--- src/hw/mcc_defs.svh ---
// Constants for the collision and octet statistics counters
// Behaviour
// - Count frames sent after two-plus collisions.
// - Counters wrap to zero, never saturate.
// - Reaching high-water raises the harvest flag.
// - Count only when enabled and unmasked.
// - Add good received frame octets.
// - Skip errored, too-long or overrun receives.
// - Add good transmitted frame octets.
// - Octet counts include a stripped or inserted tag.
`ifndef MCC_DEFS_SVH
`define MCC_DEFS_SVH
`define MCC_OFS_COLL        8'hC8
`define MCC_OFS_RX_OCT      8'hCC
`define MCC_OFS_TX_OCT      8'hD0
`define MCC_IDX_COLL        0
`define MCC_IDX_RX_OCT      1
`define MCC_IDX_TX_OCT      2
`define MCC_NUM_CNT         3
`define MCC_HIGH_WATER      32'hC000_0000
`define MCC_RESET_VAL       32'h0000_0000
`define MCC_VLAN_OCTETS     32'h0000_0004
`define MCC_MIN_MULTI_COLL  5'h02
`endif

--- src/hw/mcc_pkg.sv ---
// Types for the collision and octet statistics counters
package mcc_pkg;
  typedef struct packed {
    logic        valid;
    logic        ok;
    logic [4:0]  coll_cnt;
    logic        vlan_insert;
    logic [15:0] octets;
  } mcc_tx_event_type;

  typedef struct packed {
    logic        valid;
    logic        ok;
    logic        too_long;
    logic        fcs_err;
    logic        len_err;
    logic        align_err;
    logic        overrun;
    logic        vlan_strip;
    logic [15:0] octets;
  } mcc_rx_event_type;
endpackage

--- src/hw/mcc_counter.sv ---
// One wrapping statistics counter with host preset and high-water detect
`timescale 1ns/1ps
`include "mcc_defs.svh"
module mcc_counter #(
  parameter int WIDTH = 32
) (
  input  wire logic             ref_clk,
  input  wire logic             sys_rst,
  input  wire logic             wr_en,
  input  wire logic [WIDTH-1:0] wr_data,
  input  wire logic             inc_en,
  input  wire logic [WIDTH-1:0] inc_amt,
  output logic      [WIDTH-1:0] count,
  output logic                  hw_hit
);
  localparam logic [WIDTH-1:0] HIGH_WATER = WIDTH'(`MCC_HIGH_WATER);

  logic [WIDTH-1:0] count_ff;
  logic [WIDTH-1:0] nxt_count;
  logic [WIDTH-1:0] base;

  always_comb begin
    base      = wr_en ? wr_data : count_ff;
    nxt_count = inc_en ? base + inc_amt : base;
    hw_hit    = inc_en && (base < HIGH_WATER) && (nxt_count >= HIGH_WATER);
  end

  always_ff @(posedge ref_clk or posedge sys_rst) begin
    if (sys_rst) begin
      count_ff <= WIDTH'(`MCC_RESET_VAL);
    end else begin
      count_ff <= nxt_count;
    end
  end

  assign count = count_ff;
endmodule

--- src/hw/mcc_stats_top.sv ---
// Multi-collision and good octet statistics counters with register port
`timescale 1ns/1ps
`include "mcc_defs.svh"
module mcc_stats_top #(
  parameter int WIDTH = 32
) (
  input  wire logic                     ref_clk,
  input  wire logic                     sys_rst,
  input  wire logic                     global_stats_enable,
  input  wire logic [`MCC_NUM_CNT-1:0]  counter_mask_reg,
  input  wire mcc_pkg::mcc_tx_event_type tx_evt,
  input  wire mcc_pkg::mcc_rx_event_type rx_evt,
  input  wire logic [7:0]               reg_addr,
  input  wire logic                     reg_wr,
  input  wire logic                     reg_rd,
  input  wire logic [WIDTH-1:0]         reg_wdata,
  output logic      [WIDTH-1:0]         reg_rdata,
  output logic                          reg_rvalid,
  output logic                          stats_harvest_flag
);
  logic [`MCC_NUM_CNT-1:0] sel;
  logic [`MCC_NUM_CNT-1:0] wr_en;
  logic [`MCC_NUM_CNT-1:0] inc_en;
  logic [`MCC_NUM_CNT-1:0] hit;
  logic [`MCC_NUM_CNT-1:0] gate;
  logic [WIDTH-1:0]        inc_amt [`MCC_NUM_CNT];
  logic [WIDTH-1:0]        count   [`MCC_NUM_CNT];
  logic                    rx_good;
  logic                    tx_good;
  logic                    multi_coll;
  logic [WIDTH-1:0]        rx_len;
  logic [WIDTH-1:0]        tx_len;
  logic [WIDTH-1:0]        rdata_ff;
  logic [WIDTH-1:0]        nxt_rdata;
  logic                    rvalid_ff;
  logic                    nxt_rvalid;
  logic                    harvest_ff;
  logic                    nxt_harvest;

  always_comb begin
    sel[`MCC_IDX_COLL]   = (reg_addr == `MCC_OFS_COLL);
    sel[`MCC_IDX_RX_OCT] = (reg_addr == `MCC_OFS_RX_OCT);
    sel[`MCC_IDX_TX_OCT] = (reg_addr == `MCC_OFS_TX_OCT);
    wr_en = reg_wr ? sel : '0;
    gate  = global_stats_enable ? ~counter_mask_reg : '0;
    multi_coll = tx_evt.coll_cnt >= `MCC_MIN_MULTI_COLL;
    tx_good = tx_evt.valid && tx_evt.ok;
    rx_good = rx_evt.valid && rx_evt.ok && !rx_evt.too_long && !rx_evt.fcs_err
              && !rx_evt.len_err && !rx_evt.align_err && !rx_evt.overrun;
    rx_len = WIDTH'(rx_evt.octets)
             + (rx_evt.vlan_strip ? WIDTH'(`MCC_VLAN_OCTETS) : '0);
    tx_len = WIDTH'(tx_evt.octets)
             + (tx_evt.vlan_insert ? WIDTH'(`MCC_VLAN_OCTETS) : '0);
    inc_en[`MCC_IDX_COLL]    = gate[`MCC_IDX_COLL] && tx_good && multi_coll;
    inc_amt[`MCC_IDX_COLL]   = WIDTH'(1);
    inc_en[`MCC_IDX_RX_OCT]  = gate[`MCC_IDX_RX_OCT] && rx_good;
    inc_amt[`MCC_IDX_RX_OCT] = rx_len;
    inc_en[`MCC_IDX_TX_OCT]  = gate[`MCC_IDX_TX_OCT] && tx_good;
    inc_amt[`MCC_IDX_TX_OCT] = tx_len;
  end

  for (genvar i = 0; i < `MCC_NUM_CNT; i++) begin : g_cnt
    mcc_counter #(
      .WIDTH (WIDTH)
    ) u_cnt (
      .ref_clk (ref_clk),
      .sys_rst (sys_rst),
      .wr_en   (wr_en[i]),
      .wr_data (reg_wdata),
      .inc_en  (inc_en[i]),
      .inc_amt (inc_amt[i]),
      .count   (count[i]),
      .hw_hit  (hit[i])
    );
  end

  always_comb begin
    nxt_harvest = |hit;
    nxt_rvalid  = reg_rd;
    nxt_rdata   = '0;
    if (reg_rd) begin
      for (int j = 0; j < `MCC_NUM_CNT; j++) begin
        if (sel[j]) begin
          nxt_rdata = count[j];
        end
      end
    end
  end

  always_ff @(posedge ref_clk or posedge sys_rst) begin
    if (sys_rst) begin
      rdata_ff   <= '0;
      rvalid_ff  <= 1'b0;
      harvest_ff <= 1'b0;
    end else begin
      rdata_ff   <= nxt_rdata;
      rvalid_ff  <= nxt_rvalid;
      harvest_ff <= nxt_harvest;
    end
  end

  assign reg_rdata          = rdata_ff;
  assign reg_rvalid         = rvalid_ff;
  assign stats_harvest_flag = harvest_ff;

  localparam logic [WIDTH-1:0] HW = WIDTH'(`MCC_HIGH_WATER);
endmodule

--- config.mk ---
export PLATFORM = sky130hd
export DESIGN_NAME = mcc_stats_top
export DESIGN_NICKNAME = d
export VERILOG_FILES = /design/src/hw/mcc_pkg.sv /design/src/hw/mcc_counter.sv /design/src/hw/mcc_stats_top.sv
export VERILOG_INCLUDE_DIRS = /design/src /design/src/hw
export SDC_FILE = /design/constraint.sdc
export NUM_CORES = 1
export LEC_CHECK = 0
export BUFFER_PORTS_ARGS = -buffer_cell sky130_fd_sc_hd__buf_4
export CAP_MARGIN = 20
export CORE_MARGIN = 5
export CORE_UTILIZATION = 30
export CTS_BUF_LIST = sky130_fd_sc_hd__clkbuf_2
export CTS_CLUSTER_DIAMETER = 50
export CTS_CLUSTER_SIZE = 14
export DETAILED_ROUTE_END_ITERATION = 7
export PLACE_DENSITY = 0.59
export SKIP_LAST_GASP = 1
export SYNTH_ARGS = -nofsm -noshare
export SYNTH_HDL_FRONTEND = slang
export SYNTH_SLANG_ARGS = --single-unit
--- constraint.sdc ---
create_clock -name ref_clk -period 4 [get_ports ref_clk]
set_input_delay 0.4 -clock ref_clk [delete_from_list [all_inputs] [get_ports ref_clk]]
set_output_delay 0.4 -clock ref_clk [all_outputs]
set_load 0.01 [all_outputs]
==> run summary <==
The run finished with clean final reports. The filler cell count in the final layout came out at between 3000 and 4000. The final weighted congestion in routability-driven placement came out at between 0.8 and 0.9. The floorplan die area came out at 34900 µm². The top fanout value on the critical path came out at 12. In this run the cell area of the synthesized design comes to roughly 9400 µm².

The flip-flop and latch count after synthesis came out at between 100 and 150. Across every metal layer, demand over resource in global routing totals 0.176. The setup path with the least slack is of type primary input to flip-flop. STA classifies the critical path startpoint as a primary input. The number of antenna violations at the first check in global routing is 2.

The minimum clock period after layout is 3.91 ns. The share of the Yosys chip area taken by registers is 0.346. The maximum clock frequency is 0.256 GHz. In the final layout, the share of cells above drive strength 1 is 0.310. The total instance count after detailed placement is around 1600. The total routed wirelength came out at just over 30000 µm.

The vertical die dimension came out at ~190 µm. The maximum clock skew at final layout is 0.0520 ns. The actual transition at the worst max-transition pin came out at between 0.8 and 0.9 ns. The via count of the first global-routing pass came out at around 8900. The clock reaches the later pin of the worst-skew pair after ~0.76 ns. The buffer levels on the longest clock path is 2. The number of failing hold endpoints at the final stage came to 0. The share of the cycle needed by the critical path after routing came out at 0.978. The required time of the worst setup path is roughly 4.7 ns.

The half-perimeter wire length of the detailed placement result came out at roughly 23000 µm. Synthesis produced a netlist with a net count of 1141. The number of nets at the end of the flow came out at between 1000 and 1500. The number of synthesized flops with an enable pin came out at 0. The width of the chip came out at around 190 µm. The routed wire length per instance came out at between 15 and 20 µm. After the flow finishes, the layout carries non-filler instances totaling approximately 1600.

The most used flip-flop cell after synthesis is sky130_fd_sc_hd__dfrtp_1. Setup repair after global routing left no endpoint under its margin. The detailed-route DRC error count came out at 0. The clock-pin slew on the worst setup and hold paths is between 0.2 and 0.25 ns.

The tree is rooted in a sky130_fd_sc_hd__clkbuf_2. The max-slew violation count came out at 0. The number of H-tree levels is 4. TritonCTS built the clock tree.

The yosys synthesis warning count came out at 0. The maximum number of pins on one net before global-route repair came out at 89. During I/O placement, the number of pins put on the boundary was 130. The number of cells traversed by the worst register-to-register path came out at 14. The floorplan row count is 64.

The relative area change from synthesis to final layout came out at 30.9%. After synthesis, the cell types taking the most area are sky130_fd_sc_hd__dfrtp_1 (35%), sky130_fd_sc_hd__ha_1 (8.4%), sky130_fd_sc_hd__mux2i_1 (6.3%), sky130_fd_sc_hd__xnor2_1 (5.6%), sky130_fd_sc_hd__mux2_2 (5.4%). The aggregate global routing overflow came out at 0. Dividing total power by cell area gives a power density of 348 nW/µm².

The number of max-capacitance violations reported is 0. The analysis attributes to cell leakage a power of around 0.0058 µW. The worst hold path belongs to the class primary input to flip-flop. The effective utilization at floorplan is 0.305. The count of buffers inserted at the top-level ports is roughly 130.

The arrival time of the worst setup path is around 4.6 ns. Setup violations remaining at the end of the flow were counted as 0. Yosys instantiated no cell more often than sky130_fd_sc_hd__dfrtp_1. The total negative slack came out at 0 ns.

The total area inside the core boundary comes to slightly above 30000 µm². In the synthesized netlist, the number of instances is ~1000. The global-route wire length before repair came out at 49400 µm. The average cell area after synthesis came out at around 9.6 µm². The post-synthesis async set-or-reset flop share is 1.00. The nature of the critical path endpoint is a flip-flop. The number of setup buffers added after CTS came out at 0. The total number of vias is 8561. The length of the first detailed-routing pass in iterations is 5. The worst relative slew slack came out at 0.412. In this run, distinct cell masters in the synthesized netlist total ~70. The portion of synthesized cell area occupied by the leading cell type is 0.346. Counting instances, the worst hold path has a depth of 3. Ranked by instance count, the synthesized netlist is headed by sky130_fd_sc_hd__dfrtp_1 (130), sky130_fd_sc_hd__nand2_1 (95), sky130_fd_sc_hd__ha_1 (63). Summed over all instances, the cell type with the most area after synthesis is sky130_fd_sc_hd__dfrtp_1. The per-cell via count in the routed design came out at ~5.3. In this run, the number of DRC markers left after iteration 0 of detailed routing was 650. The total number of clock tree sinks is 130. The worst-case IR drop observed on VDD is between 0.0001 and 0.00015 V.

The total power consumption of the routed design came out at about 4300 µW. The detail route stage leaves a number of antenna-violating nets equal to 0. Buffers inserted during clock tree synthesis total 17.
routing by layer:
metal / share of wire / track usage
met2: 0.47 / 0.288
met3: 0.052 / 0.0315
met1: 0.47 / 0.242
met4: 0.013 / 0.0435
met5: 0 / 0
sequential cells by signal, summed over array words and instances, names as in the netlist:
register            flops
reg_rdata              32
reg_rvalid              1
g_cnt.u_cnt.count      96
stats_harvest_flag      1
path summary, 6_finish.rpt:
path | start | endpoint | slack [ns]
setup / recovery | reg_addr[5] | stats_harvest_flag$_DFF_PP0_ | 0.09
hold / removal | reg_wdata[7] | g_cnt[0].u_cnt.count[7]$_DFF_PP0_ | 0.09
setup reg to reg | g_cnt[2].u_cnt.count[2]$_DFF_PP0_ | g_cnt[2].u_cnt.count[14]$_DFF_PP0_ | 0.49
hold reg to reg | g_cnt[1].u_cnt.count[16]$_DFF_PP0_ | reg_rdata[16]$_DFF_PP0_ | 0.58
max in group asynchronous | sys_rst | g_cnt[0].u_cnt.count[9]$_DFF_PP0_ | 2.74
min in group asynchronous | sys_rst | g_cnt[2].u_cnt.count[28]$_DFF_PP0_ | 0.38
cells by family after synthesis:
kind of cell / count (synthesis) / synth area share
compound gates: 171 / 0.128
xor+xnor: 102 / 0.0951
fa+ha+maj: 67 / 0.0925
buf+inv: 66 / 0.0329
flops: 130 / 0.346
mux: 104 / 0.117
simple gates: 338 / 0.189
critical path, stage by stage:
cell	delay, ns
sky130_fd_sc_hd__buf_4	0.11
sky130_fd_sc_hd__or4b_4	0.54
sky130_fd_sc_hd__or3_2	0.53
sky130_fd_sc_hd__buf_12	0.18
sky130_fd_sc_hd__mux2_2	0.28
sky130_fd_sc_hd__ha_1	0.28
sky130_fd_sc_hd__ha_1	0.18
sky130_fd_sc_hd__inv_1	0.07
sky130_fd_sc_hd__fa_2	0.40
sky130_fd_sc_hd__nor2b_1	0.18
sky130_fd_sc_hd__o31a_1	0.18
sky130_fd_sc_hd__o21ai_1	0.09
sky130_fd_sc_hd__o211ai_1	0.19
sky130_fd_sc_hd__a21oi_2	0.10
sky130_fd_sc_hd__or4b_4	0.49
sky130_fd_sc_hd__nor4_1	0.26
sky130_fd_sc_hd__or4_1	0.14
final cells by class:
type	count	area, µm²	share of cell area
antenna	1	2.50	0.000203
clock buffer	17	85.1	0.00692
clock inverter	15	110	0.00895
inverter	18	77.6	0.00631
multi-input combinational	782	6120	0.498
sequential	130	3250	0.265
tap	396	495	0.0403
timing repair buffer	271	2150	0.175
where the power goes:
| part | leakage (µW) | internal [µW] | switching (µW) |
|---|---|---|---|
| registers | 0.00176 | 1470 | 135 |
| clock network | 0.000115 | 165 | 577 |
| logic | 0.00391 | 1010 | 922 |
through the flow:
| stage | util | setup slack, ns | area [µm²] | hold WS [ns] |
|---|---|---|---|---|
| 3_3_place_gp | 0.381 | -0.662 | 11700 | 0.567 |
| 2_1_floorplan | - | -0.642 | 9750 | 0.431 |
| 3_5_place_dp | 0.381 | -0.654 | 11700 | 0.568 |
| 4_1_cts | 0.399 | 0.152 | 12300 | 0.0220 |
| 6_report | 0.400 | 0.0874 | 12300 | 0.0866 |
| 5_1_grt | 0.400 | 0.0185 | 12300 | 0.0199 |
placed cells by master, fill, tap and decap left out, types with 32 or more instances in the layout:
cell,n
sky130_fd_sc_hd__buf_4,232
sky130_fd_sc_hd__dfrtp_1,130
sky130_fd_sc_hd__nand2_1,90
sky130_fd_sc_hd__xnor2_1,60
sky130_fd_sc_hd__ha_1,59
sky130_fd_sc_hd__mux2i_1,56
sky130_fd_sc_hd__mux2_2,45
sky130_fd_sc_hd__nand3_1,45
sky130_fd_sc_hd__xor2_1,42
sky130_fd_sc_hd__nor2b_1,37
sky130_fd_sc_hd__dlygate4sd3_1,37
sky130_fd_sc_hd__nor2_1,36
sky130_fd_sc_hd__o21ai_0,33
sky130_fd_sc_hd__a222oi_1,32
timing repair:
item,in CTS,in global routing
hold buffers,37,0
hold endpoints to repair,153,0
resized for setup,0,4
endpoints found under the setup margin,0,2
(Power assumes the default switching activity.)
